## config.mk

```make
export PLATFORM = sky130hd
export DESIGN_NAME = cphl_host
export DESIGN_NICKNAME = d
export VERILOG_FILES = /design/src/shared/cphl_pkg.sv /design/src/cphl_fifo.sv /design/src/cphl_host.sv
export SDC_FILE = /design/constraint.sdc
export NUM_CORES = 1
export LEC_CHECK = 0
export ABC_AREA = 0
export BUFFER_PORTS_ARGS = -buffer_cell sky130_fd_sc_hd__buf_2
export CORE_MARGIN = 2
export CORE_UTILIZATION = 40
export CTS_CLUSTER_SIZE = 14
export DETAILED_ROUTE_END_ITERATION = 12
export GPL_ROUTABILITY_DRIVEN = 1
export PLACE_DENSITY = 0.69
export SYNTH_ARGS = -nofsm -noshare
export SYNTH_HDL_FRONTEND = slang
export SYNTH_SLANG_ARGS = --single-unit
```

## constraint.sdc

```tcl
create_clock -name sys_clk_in -period 8.04 [get_ports sys_clk_in]
set_input_delay 0.402 -clock sys_clk_in [delete_from_list [all_inputs] [get_ports sys_clk_in]]
set_output_delay 0.402 -clock sys_clk_in [all_outputs]
set_load 0.01 [all_outputs]
```

## src/shared/cphl_pkg.sv

```systemverilog
// Package for the packet link host controller: framing constants, types and timing.
package cphl_pkg;

  localparam int          CLK_HZ            = 250_000_000;
  localparam int          ACK_TIMEOUT_MS    = 250;
  localparam int          ACK_TIMEOUT_CYC   = (CLK_HZ / 1000) * ACK_TIMEOUT_MS;
  localparam logic [3:0]  MAX_RETRIES       = 4'h3;
  localparam logic [7:0]  MAX_PAYLOAD       = 8'h16;
  localparam logic [15:0] CRC_POLY          = 16'h8408;
  localparam logic [15:0] CRC_INIT          = 16'hFFFF;
  localparam logic [1:0]  CLASS_CMD         = 2'h0;
  localparam logic [1:0]  CLASS_RESP        = 2'h1;
  localparam logic [1:0]  CLASS_REPORT      = 2'h2;
  localparam logic [1:0]  CLASS_ERROR       = 2'h3;
  localparam logic [7:0]  TYPE_KEY_REPORT   = 8'h80;
  localparam logic [7:0]  TYPE_FAN_REPORT   = 8'h81;
  localparam logic [7:0]  TYPE_TEMP_REPORT  = 8'h82;
  localparam logic [7:0]  FAN_STOP_LIMIT    = 8'h03;
  localparam logic [7:0]  FAN_SLOW_LIMIT    = 8'h04;
  localparam logic [7:0]  FAN_INVALID       = 8'hFF;
  localparam logic [7:0]  KEY_LAST_CODE     = 8'h0C;
  localparam int          FIFO_DEPTH        = 4;
  localparam int          BYTE_W            = 8;

  // Type byte layout
  typedef struct packed {
    logic [1:0] pclass;
    logic [5:0] code;
  } cphl_type_t;

  // Received packet summary handed to the user
  typedef struct packed {
    cphl_type_t ptype;
    logic [7:0] len;
    logic [7:0] pay0;
    logic [7:0] pay1;
    logic [7:0] pay2;
  } cphl_rx_pkt_t;

  // Fan report classification
  typedef enum logic [1:0] {
    FAN_RUN,
    FAN_SLOW,
    FAN_STOPPED,
    FAN_BAD
  } cphl_fan_t;

  // Byte stream beat
  typedef struct packed {
    logic       valid;
    logic [7:0] data;
  } cphl_byte_t;

endpackage : cphl_pkg

```

## src/cphl_fifo.sv

```systemverilog
// Small valid/ready FIFO buffering incoming link bytes.
`timescale 1ns/1ps
`default_nettype none
module cphl_fifo
  import cphl_pkg::*;
#(
  parameter int WIDTH = 8,
  parameter int DEPTH = 4
) (
  input  wire logic             sys_clk_in,
  input  wire logic             rstn_in,
  input  wire logic             in_valid_in,
  output logic                  in_ready_out,
  input  wire logic [WIDTH-1:0] in_data_in,
  output logic                  out_valid_out,
  input  wire logic             out_ready_in,
  output logic      [WIDTH-1:0] out_data_out
);

  localparam int AW = $clog2(DEPTH);

  typedef struct packed {
    logic [DEPTH-1:0][WIDTH-1:0] mem;
    logic [AW-1:0]               wptr;
    logic [AW-1:0]               rptr;
    logic [AW:0]                 count;
    logic [WIDTH-1:0]            rdata;
    logic                        rvalid;
    logic                        rdy;
  } cphl_fifo_st_t;

  cphl_fifo_st_t st_reg;
  cphl_fifo_st_t st_next;
  logic          push;
  logic          pop;
  logic          load;

  // Output register refills whenever empty or being taken
  always_comb begin
    st_next = st_reg;
    load    = (!st_reg.rvalid || out_ready_in) && (st_reg.count != '0);
    push    = in_valid_in && (st_reg.count != (AW+1)'(DEPTH));
    pop     = load;
    if (push) begin
      st_next.mem[st_reg.wptr] = in_data_in;
      st_next.wptr             = st_reg.wptr + 1'b1;
    end
    if (st_reg.rvalid && out_ready_in) begin
      st_next.rvalid = 1'b0;
    end
    if (load) begin
      st_next.rdata  = st_reg.mem[st_reg.rptr];
      st_next.rvalid = 1'b1;
      st_next.rptr   = st_reg.rptr + 1'b1;
    end
    st_next.count = st_reg.count + (AW+1)'(push) - (AW+1)'(pop);
    // Room flag kept in a flop so the ready port is registered
    st_next.rdy   = (st_next.count != (AW+1)'(DEPTH));
  end

  // State register
  always_ff @(posedge sys_clk_in) begin
    if (!rstn_in) begin
      st_reg     <= '0;
      st_reg.rdy <= 1'b1;
    end else begin
      st_reg <= st_next;
    end
  end

  assign in_ready_out  = st_reg.rdy;
  assign out_valid_out = st_reg.rvalid;
  assign out_data_out  = st_reg.rdata;

endmodule : cphl_fifo
`default_nettype wire

```

## src/cphl_host.sv

```systemverilog
// Host side packet framer: sends commands, retries on timeout, parses and checks incoming packets.
//
// Contract
// Packets are type byte, length byte, payload, then CRC, both directions.
// Type byte top two bits are class, low six bits the code.
// Class 00 command, 01 response, 10 report, 11 error response.
// Length field is 0 to 22; longer payloads never occur.
// Length equals the number of payload bytes before the CRC.
// 16-bit CRC covers every byte except the CRC itself.
// CRC goes low byte first, right after the last payload byte.
// Host sends a new command only after the previous one was acknowledged.
// Device answers each command within 250 ms.
// Host resends after 250 ms silence and flags an error after several retries.
// Acknowledge code bits equal the command's low six bits.
// Host buffers incoming packets and drains them faster than they arrive.
// Host classifies every incoming packet by its type, not by arrival order.
// Device sends enabled reports on its own whenever new data exists.
// Key events come as type 0x80 reports with one payload byte.
// Key codes 1-6 are presses, 7-12 releases of the six keys.
// Key press and release reporting is enabled per key by the device.
// Fan reports of type 0x81 come every half second per selected fan.
// Fan report byte 1 tach cycles, bytes 2-3 ticks; below 3 stop, 4 slow, FF invalid.
// Temperature reports of type 0x82 come every second per selected sensor.
// Link runs at 115200 baud, 8 data bits, no parity, one stop bit.
// Bad CRC or oversize length packets are discarded and the parser resynchronises.
`timescale 1ns/1ps
`default_nettype none
module cphl_host
  import cphl_pkg::*;
#(
  parameter int ACK_CYCLES = ACK_TIMEOUT_CYC
) (
  input  wire logic         sys_clk_in,
  input  wire logic         rstn_in,
  // Command request from user
  input  wire logic         cmd_valid_in,
  input  wire logic [5:0]   cmd_code_in,
  input  wire logic [7:0]   cmd_len_in,
  input  wire logic [175:0] cmd_payload_in,
  output logic              cmd_ready_out,
  output logic              cmd_done_out,
  output logic              cmd_nak_out,
  output logic              cmd_fail_out,
  // Byte stream toward the serial port
  output logic              tx_valid_out,
  output logic [7:0]        tx_data_out,
  input  wire logic         tx_ready_in,
  // Byte stream from the serial port
  input  wire logic         rx_valid_in,
  input  wire logic [7:0]   rx_data_in,
  output logic              rx_ready_out,
  // Parsed incoming packets
  output logic              pkt_valid_out,
  output cphl_rx_pkt_t      pkt_out,
  output logic              key_valid_out,
  output logic [7:0]        key_code_out,
  output logic              fan_valid_out,
  output cphl_fan_t         fan_state_out,
  output logic              temp_valid_out,
  output logic              crc_err_out
);

  typedef enum logic [2:0] {TX_IDLE, TX_TYPE, TX_LEN, TX_PAY, TX_CRCL, TX_CRCH, TX_WAIT} tx_st_t;
  typedef enum logic [2:0] {RX_TYPE, RX_LEN, RX_PAY, RX_CRCL, RX_CRCH} rx_st_t;

  typedef struct packed {
    tx_st_t       tx_st;
    logic [5:0]   code;
    logic [7:0]   len;
    logic [175:0] pay;
    logic [4:0]   tidx;
    logic [15:0]  tcrc;
    logic [31:0]  timer;
    logic [3:0]   tries;
    logic         txv;
    logic [7:0]   txd;
    logic         done;
    logic         nak;
    logic         fail;
    rx_st_t       rx_st;
    cphl_rx_pkt_t rp;
    logic [4:0]   ridx;
    logic [15:0]  rcrc;
    logic [7:0]   crcl;
    logic         pv;
    cphl_rx_pkt_t po;
    logic         kv;
    logic         fv;
    cphl_fan_t    fs;
    logic         tv;
    logic         ce;
    logic         rdy;
  } host_st_t;

  host_st_t   st_reg;
  host_st_t   st_next;
  logic       fb_valid;
  logic [7:0] fb_data;
  logic       fb_ready;
  logic       tx_fire;
  logic       ack_match;

  // CRC-16 update, one byte, reflected polynomial
  function automatic logic [15:0] crc_step(input logic [15:0] c, input logic [7:0] d);
    logic [15:0] r;
    r = c ^ {8'h00, d};
    for (int i = 0; i < 8; i++) begin
      r = r[0] ? ((r >> 1) ^ CRC_POLY) : (r >> 1);
    end
    return r;
  endfunction : crc_step

  // Incoming bytes are buffered so reports never stall the link
  cphl_fifo #(
    .WIDTH (BYTE_W),
    .DEPTH (FIFO_DEPTH)
  ) u_rx_fifo (
    .sys_clk_in    (sys_clk_in),
    .rstn_in       (rstn_in),
    .in_valid_in   (rx_valid_in),
    .in_ready_out  (rx_ready_out),
    .in_data_in    (rx_data_in),
    .out_valid_out (fb_valid),
    .out_ready_in  (fb_ready),
    .out_data_out  (fb_data)
  );

  assign fb_ready = 1'b1;
  assign tx_fire  = st_reg.txv && tx_ready_in;

  // Next state of transmitter and receiver
  always_comb begin
    st_next    = st_reg;
    st_next.done = 1'b0;
    st_next.nak  = 1'b0;
    st_next.fail = 1'b0;
    st_next.pv   = 1'b0;
    st_next.kv   = 1'b0;
    st_next.fv   = 1'b0;
    st_next.tv   = 1'b0;
    st_next.ce   = 1'b0;
    ack_match    = 1'b0;

    // Transmit framer
    case (st_reg.tx_st)
      TX_IDLE: begin
        if (cmd_valid_in) begin
          st_next.code  = cmd_code_in;
          st_next.len   = (cmd_len_in > MAX_PAYLOAD) ? MAX_PAYLOAD : cmd_len_in;
          st_next.pay   = cmd_payload_in;
          st_next.tries = '0;
          st_next.tx_st = TX_TYPE;
        end
      end
      TX_TYPE: begin
        if (!st_reg.txv) begin
          st_next.txv  = 1'b1;
          st_next.txd  = {CLASS_CMD, st_reg.code};
          st_next.tcrc = crc_step(CRC_INIT, {CLASS_CMD, st_reg.code});
        end else if (tx_fire) begin
          st_next.txd   = st_reg.len;
          st_next.tcrc  = crc_step(st_reg.tcrc, st_reg.len);
          st_next.tx_st = TX_LEN;
        end
      end
      TX_LEN: begin
        if (tx_fire) begin
          st_next.tidx = '0;
          if (st_reg.len == 8'h00) begin
            st_next.txd   = st_reg.tcrc[7:0];
            st_next.tx_st = TX_CRCL;
          end else begin
            st_next.txd   = st_reg.pay[7:0];
            st_next.tcrc  = crc_step(st_reg.tcrc, st_reg.pay[7:0]);
            st_next.tx_st = TX_PAY;
          end
        end
      end
      TX_PAY: begin
        if (tx_fire) begin
          if ({3'h0, st_reg.tidx} + 8'h01 == st_reg.len) begin
            st_next.txd   = st_reg.tcrc[7:0];
            st_next.tx_st = TX_CRCL;
          end else begin
            st_next.tidx = st_reg.tidx + 5'h01;
            st_next.txd  = st_reg.pay[8*(st_reg.tidx+5'h01) +: 8];
            st_next.tcrc = crc_step(st_reg.tcrc, st_reg.pay[8*(st_reg.tidx+5'h01) +: 8]);
          end
        end
      end
      TX_CRCL: begin
        if (tx_fire) begin
          st_next.txd   = st_reg.tcrc[15:8];
          st_next.tx_st = TX_CRCH;
        end
      end
      TX_CRCH: begin
        if (tx_fire) begin
          st_next.txv   = 1'b0;
          st_next.timer = '0;
          st_next.tx_st = TX_WAIT;
        end
      end
      TX_WAIT: begin
        st_next.timer = st_reg.timer + 32'h1;
        if (st_reg.timer >= 32'(ACK_CYCLES - 1)) begin
          if (st_reg.tries >= MAX_RETRIES) begin
            st_next.fail  = 1'b1;
            st_next.tx_st = TX_IDLE;
          end else begin
            st_next.tries = st_reg.tries + 4'h1;
            st_next.tx_st = TX_TYPE;
          end
        end
      end
      default: st_next.tx_st = TX_IDLE;
    endcase

    // Receive parser, always draining the buffer
    if (fb_valid) begin
      case (st_reg.rx_st)
        RX_TYPE: begin
          st_next.rp       = '0;
          st_next.rp.ptype = fb_data;
          st_next.rcrc     = crc_step(CRC_INIT, fb_data);
          st_next.rx_st    = RX_LEN;
        end
        RX_LEN: begin
          st_next.rp.len = fb_data;
          st_next.rcrc   = crc_step(st_reg.rcrc, fb_data);
          st_next.ridx   = '0;
          if (fb_data > MAX_PAYLOAD) begin
            st_next.ce    = 1'b1;
            st_next.rx_st = RX_TYPE;
          end else begin
            st_next.rx_st = (fb_data == 8'h00) ? RX_CRCL : RX_PAY;
          end
        end
        RX_PAY: begin
          st_next.rcrc = crc_step(st_reg.rcrc, fb_data);
          if (st_reg.ridx == 5'h00) st_next.rp.pay0 = fb_data;
          if (st_reg.ridx == 5'h01) st_next.rp.pay1 = fb_data;
          if (st_reg.ridx == 5'h02) st_next.rp.pay2 = fb_data;
          st_next.ridx = st_reg.ridx + 5'h01;
          if ({3'h0, st_reg.ridx} + 8'h01 == st_reg.rp.len) begin
            st_next.rx_st = RX_CRCL;
          end
        end
        RX_CRCL: begin
          st_next.crcl  = fb_data;
          st_next.rx_st = RX_CRCH;
        end
        RX_CRCH: begin
          st_next.rx_st = RX_TYPE;
          if ({fb_data, st_reg.crcl} != st_reg.rcrc) begin
            st_next.ce = 1'b1;
          end else begin
            st_next.pv = 1'b1;
            st_next.po = st_reg.rp;
            // Classify by type field
            case (st_reg.rp.ptype.pclass)
              CLASS_RESP, CLASS_ERROR: begin
                ack_match = (st_reg.tx_st == TX_WAIT) && (st_reg.rp.ptype.code == st_reg.code);
                if (ack_match) begin
                  st_next.done  = (st_reg.rp.ptype.pclass == CLASS_RESP);
                  st_next.nak   = (st_reg.rp.ptype.pclass == CLASS_ERROR);
                  st_next.tx_st = TX_IDLE;
                end
              end
              CLASS_REPORT: begin
                if (st_reg.rp.ptype == TYPE_KEY_REPORT) begin
                  st_next.kv = (st_reg.rp.pay0 != 8'h00) && (st_reg.rp.pay0 <= KEY_LAST_CODE);
                end
                if (st_reg.rp.ptype == TYPE_FAN_REPORT) begin
                  st_next.fv = 1'b1;
                  if (st_reg.rp.pay1 == FAN_INVALID) st_next.fs = FAN_BAD;
                  else if (st_reg.rp.pay1 < FAN_STOP_LIMIT) st_next.fs = FAN_STOPPED;
                  else if (st_reg.rp.pay1 < FAN_SLOW_LIMIT) st_next.fs = FAN_SLOW;
                  else st_next.fs = FAN_RUN;
                end
                st_next.tv = (st_reg.rp.ptype == TYPE_TEMP_REPORT);
              end
              default: st_next.pv = 1'b1;
            endcase
          end
        end
        default: st_next.rx_st = RX_TYPE;
      endcase
    end
    // Ready is registered from the next transmit state
    st_next.rdy = (st_next.tx_st == TX_IDLE);
  end

  // State register
  always_ff @(posedge sys_clk_in) begin
    if (!rstn_in) begin
      st_reg     <= '0;
      st_reg.rdy <= 1'b1;
    end else begin
      st_reg <= st_next;
    end
  end

  // Outputs straight from state flops
  assign cmd_ready_out  = st_reg.rdy;
  assign cmd_done_out   = st_reg.done;
  assign cmd_nak_out    = st_reg.nak;
  assign cmd_fail_out   = st_reg.fail;
  assign tx_valid_out   = st_reg.txv;
  assign tx_data_out    = st_reg.txd;
  assign pkt_valid_out  = st_reg.pv;
  assign pkt_out        = st_reg.po;
  assign key_valid_out  = st_reg.kv;
  assign key_code_out   = st_reg.po.pay0;
  assign fan_valid_out  = st_reg.fv;
  assign fan_state_out  = st_reg.fs;
  assign temp_valid_out = st_reg.tv;
  assign crc_err_out    = st_reg.ce;

endmodule : cphl_host
`default_nettype wire

```

==> flow_summary.ini, run 1 <==
[run_status]
status = finished clean

[logic_synthesis]
synth_area_per_cell_um2 = 8.193
ys_ff_latch = 431
synth_edf_count = 0
ys_seq_area_share_pct = 40.64
synth.distinct_cells = 87
synth_nets = 2808
ys_warn_count = 0
synth-main-ff-cell = dfxtp_1
async_reset_ff_share_pct = 0
syn_area_um2 = 21230
postSynthCellCount = 2591

[global_route]
globalRouteTotalUtil_pct = 21.69
gr-total-overflow = 0
grt_max_degree = 235
grt_pass1_wl_mm = 95.21
antenna_found_initial = 1
first_global_vias = 17510

[route]
wl_mm = 61.68
drt-vias-per-instance = 5.590
drc_errors = 0
first_iter_violations = 1771
firstDrtPassIters = 5
ant_nets = 0
num_vias = 18950
drt-wirelength-per-cell_um = 18.19

[setup_path]
slowest_stage = dfxtp_4
crit_required_ns = 8.51
critical-path-top-delay-family = compound AO/OA/AOI/OAI gates
critical_path_class = flop to flop
cp-end-kind = flop
max_stage_delay_ns = 0.99
worst_ep_arrival_time_ns = 4.22
cp_max_fo = 64
start_kind = flop
critPathBufInv = 0
worstPathCellList = and3_1, a31oi_1, o2111ai_1, o21a_1, o221ai_1, o221a_2

[placed_design]
portBuffers = 271
place.gp.congestion = 0.8936
placed_cell_area_um2 = 22360
dp_hpwl_mm = 42.61

[clock_tree]
clk_pin_slew_ns = 0.06
clk_path_buf_depth = 3
cts.sinks = 431
clock-root-buffer = clkbuf_16
cts_setup_buffers = 0
cts_tree = done
cts_buffers = 46
clock_latency_ns = 0.59
cts_hold_buffers = 0
htree_levels = 2
ctsResizeCount = 0

[die]
initial_core_util_pct = 40.40
die_area_um2 = 54930
die_w_um = 234.4
die_h_um = 234.4
row_count = 84
num_io_pins = 272
core_um2 = 52550

[layout]
fill_cells = 5069
design_area_um2 = 23910
nets = 2887
drive_gt1_share_pct = 15.88
diodes = 0
largest_reg_flops = 322
utilization_pct = 45.50
area_growth_pct = 12.64

[sta]
setup_viol = 0
rsz0062_at_grt = no
max_freq_mhz = 266.8
fin_tns_setup_ns = 0
tightest_slew_ns = 1.134
min_period_ns = 3.749
finalHoldViolCount = 0
slew_headroom_pct = 24.38
drv_slew = 0
period_share_pct = 46.62
skew_ns = 0.02506

[power_and_ir_drop]
max-vdd-ir-drop_v = 0.0001459
p_leak_nw = 9.329
powerDensity_nw_per_um2 = 240.6

[run]
maxCapViolCount = 0

[min_path]
hp-class = input port to flop
## worst min-delay path: cells and delay by family
kind                   cells  cell delay, ns
AND/OR/NAND/NOR            1            0.04
AO/OA/AOI/OAI              1            0.05
buffers and inverters      1            0.10
## cell type report
class	count	area [µm²]	area share [%]
clock buffer	66	1346	5.630
clock inverter	14	211.5	0.8843
inverter	25	101.3	0.4238
multi-input combinational	1884	11290	47.23
sequential	431	8635	36.11
tap	688	860.8	3.600
timing repair buffer	282	1464	6.122
## synthesized netlist by cell type (13+ instances only)
master	n	share of area [%]
o21ai_0	71	1.7
nor2b_1	14	0.41
nand2_1	552	9.8
and3_1	21	0.62
a22oi_1	16	0.57
mux4_2	22	2.3
mux2_2	19	1.0
ha_1	13	0.77
nor2_1	166	2.9
buf_1	13	0.23
clkbuf_1	156	2.8
mux2i_1	111	5.2
nand3_1	101	2.4
dfxtp_1	431	41
and2_1	20	0.59
or3_1	27	0.80
a21oi_1	323	7.6
nor3_1	23	0.54
xor2_1	47	1.9
inv_1	24	0.42
buf_4	67	2.4
nand2b_1	15	0.44
nor4_1	15	0.44
xnor2_1	84	3.5
a31oi_1	18	0.53
nand4_1	13	0.38
## where the power goes
group          internal (mW)  leakage [nW]  switching, mW  total [mW]
clock                   1.30         0.757          0.909        2.20
sequential              2.28          3.51          0.198        2.47
combinational          0.449          5.06          0.626        1.07
## stage by stage
stage	hold slack [ns]	total power, mW	worst slack, ns	std cells
global placement	0.4394	3.539	4.540	3310
finish	0.04350	5.754	4.291	3390
CTS	0.02791	5.781	4.382	3390
floorplan	0.4302	3.278	5.352	2591
detailed placement	0.4453	3.581	4.389	3310
global route	0.04410	6.013	4.059	3390
## kinds of logic after synthesis
| kind of cell | Yosys count | share of synthesized area, % |
|---|---|---|
| simple gates | 1015 | 21.15 |
| flops | 431 | 40.64 |
| buf+inv | 276 | 6.306 |
| mux | 157 | 9.194 |
| compound gates | 561 | 15.80 |
| xor+xnor | 137 | 6.047 |
| fa+ha+maj | 14 | 0.8605 |
## layer usage
layer	up-vias	wire (µm)	track usage [%]
met5	-	13	0
met4	2	1388	6.152
met3	97	4075	3.745
met2	626	28710	34.95
met1	9158	27490	29.80
li1	9067	-	-
## cells in the final DEF (no fill, tap or decap), types with 23 or more instances in the layout
master | netlist | final
a21oi_1 | 323 | 322
buf_2 | 11 | 271
clkbuf_16 | 0 | 46
dfxtp_1 | 431 | 428
inv_1 | 24 | 23
mux2i_1 | 111 | 111
nand2_1 | 552 | 552
nand3_1 | 101 | 100
nor2_1 | 166 | 166
o21ai_0 | 71 | 71
or3_1 | 27 | 27
xnor2_1 | 84 | 84
xor2_1 | 47 | 47
## final timing paths
| path | from | to | slack [ns] | cells past startpoint |
|---|---|---|---|---|
| setup / recovery | st_reg[185] | st_reg[172] | 4.29 | 6 |
| hold / removal | cmd_payload_in[39] | st_reg[228] | 0.04 | 3 |
| setup reg to reg | st_reg[185] | st_reg[172] | 4.29 | 6 |
| hold reg to reg | st_reg[274] | st_reg[274] | 0.45 | 2 |
Power figures use the tool's default switching activity.
==> run 2, diff against run 1 <==
PLACE_DENSITY = 0.71   (was 0.69)
clock period = 3.4 ns   (was 8.04 ns; I/O delays follow)
==> run 2 against run 1 <==
  * Critical path depth increased by 1
  * Sequential cell count is the same
  * Routed wire length increased by 8.5%
  * Hold slack improved by 0.0067 ns
  * Final cell count rose by 7.1%
  * Clock-buffer cell count down 1
  * Combinational power grew to 2.7 times the previous value
==> flow_summary.ini, run 2 (synthesis results as in run 1) <==
[clock_tree]
cts_buffers = 47
cts_tree = done
cts.sinks = 431
htree_levels = 2
clk_path_buf_depth = 3
clock_latency_ns = 0.59
clock-root-buffer = clkbuf_16
clk_pin_slew_ns = 0.06

[setup_path]
crit_cells = 7
r2r_start = st_reg[185]
crit_end = st_reg[170]
critical_path_class = flop to flop
max_stage_delay_ns = 0.61
cp_max_fo = 28
worstPathCellList = buf_4, mux4_2, o21a_1, nor4_1, nor2_1, xnor3_1, o22ai_1
rrSetupSlack_ns = 0.42
start_kind = flop
cp-end-kind = flop
rr_worst_depth = 7
critPathBufInv = 1
worst_ep_arrival_time_ns = 3.50
crit_required_ns = 3.92
critical-path-top-delay-family = simple AND/OR/NAND/NOR gates
rr_endpoint = st_reg[170]
slowest_stage = nor4_1
cp-startpoint = st_reg[185]

[sta]
setup_viol = 0
fin_tns_setup_ns = 0
rsz0062_at_grt = no
min_period_ns = 2.984
drv_slew = 0
period_share_pct = 87.76
max_freq_mhz = 335.1
setup_slack_ns = 0.4162
skew_ns = 0.02697
tightest_slew_ns = 0.9219
finalHoldViolCount = 0
slew_headroom_pct = 38.54

[route]
drc_errors = 0
num_vias = 19950
drt-wirelength-per-cell_um = 18.44
ant_nets = 0
wl_mm = 66.92
drt-vias-per-instance = 5.498
firstDrtPassIters = 6
first_iter_violations = 1931

[die]
initial_core_util_pct = 40.40
core_um2 = 52550
row_count = 84
num_io_pins = 272
die_w_um = 234.4
die_area_um2 = 54930
die_h_um = 234.4

[min_path]
hp-class = input port to flop

[power_and_ir_drop]
p_total_mw = 14.07
powerDensity_nw_per_um2 = 534.9
p_leak_nw = 10.39
max-vdd-ir-drop_v = 0.0003263

[run]
maxCapViolCount = 0

[global_route]
first_global_vias = 18600
gr-total-overflow = 0
grt_pass1_wl_mm = 103.3
grt_max_degree = 132
globalRouteTotalUtil_pct = 23.69
antenna_found_initial = 2

[placed_design]
dp_slack_ns = 0.5020
placedCellCount = 3349
dp_hpwl_mm = 43.63
place.gp.congestion = 0.9335
portBuffers = 271

[layout]
drive_gt1_share_pct = 15.90
layout_common_cells = nand2_1, dfxtp_1, a21oi_1
largest_reg_flops = 322
final_common_cell = nand2_1
area_growth_pct = 23.86
stdcell_count = 3629
nets = 3122

[run_status]
status = finished clean
[run 2: worst min path at each step]
stage               slack [ns]           to  depth (start not counted)                from
finish                    0.05  st_reg[368]                          4       cmd_len_in[4]
global route              0.06  st_reg[368]                          4       cmd_len_in[4]
CTS                       0.02  st_reg[368]                          4       cmd_len_in[4]
detailed placement        0.42  st_reg[248]                          3  cmd_payload_in[59]
global placement          0.41  st_reg[223]                          3  cmd_payload_in[34]
floorplan                 0.31  st_reg[197]                          2   cmd_payload_in[8]
[run 2: layout make-up]
class | instances | area, µm²
inverter | 25 | 101.3
clock inverter | 17 | 284.0
antenna | 3 | 7.507
tap | 688 | 860.8
clock buffer | 65 | 1334
timing repair buffer | 516 | 3784
fill | 4842 | 26260
multi-input combinational | 1884 | 11290
sequential | 431 | 8633
[run 2: metal layers]
layer | vias up | wire [µm] | global-route usage (%)
li1 | 9525 | - | -
met1 | 9454 | 29020 | 31.84
met2 | 783 | 30850 | 37.70
met3 | 190 | 4514 | 4.207
met4 | 0 | 2535 | 9.336
met5 | - | 0 | 0
[run 2: power by group]
group | internal [mW] | switching, mW
logic | 1.27 | 1.58
clock network | 3.21 | 2.19
registers | 5.38 | 0.432
total | 9.86 | 4.20
[run 2: worst min-delay path, stage by stage]
cell     delay [ns]
buf_2          0.08
nor4_1         0.08
nand3_1        0.15
a21oi_1        0.09
[run 2: through the flow]
step	hold slack, ns	area (µm²)	util, %
after floorplan	0.3060	21230	-
after global placement	0.4146	22720	43.23
after detailed placement	0.4152	22720	43.23
after CTS	0.02137	26290	50.02
after global routing	0.05903	26290	50.03
final	0.05023	26300	50.04
[run 2: repair_timing]
action                                 4_1_cts  5_1_grt
endpoints found under the hold margin      219        0
setup endpoints to repair                    0        0
buffers inserted                             0        0
gates resized for setup                      0        0
hold buffers                               195        0
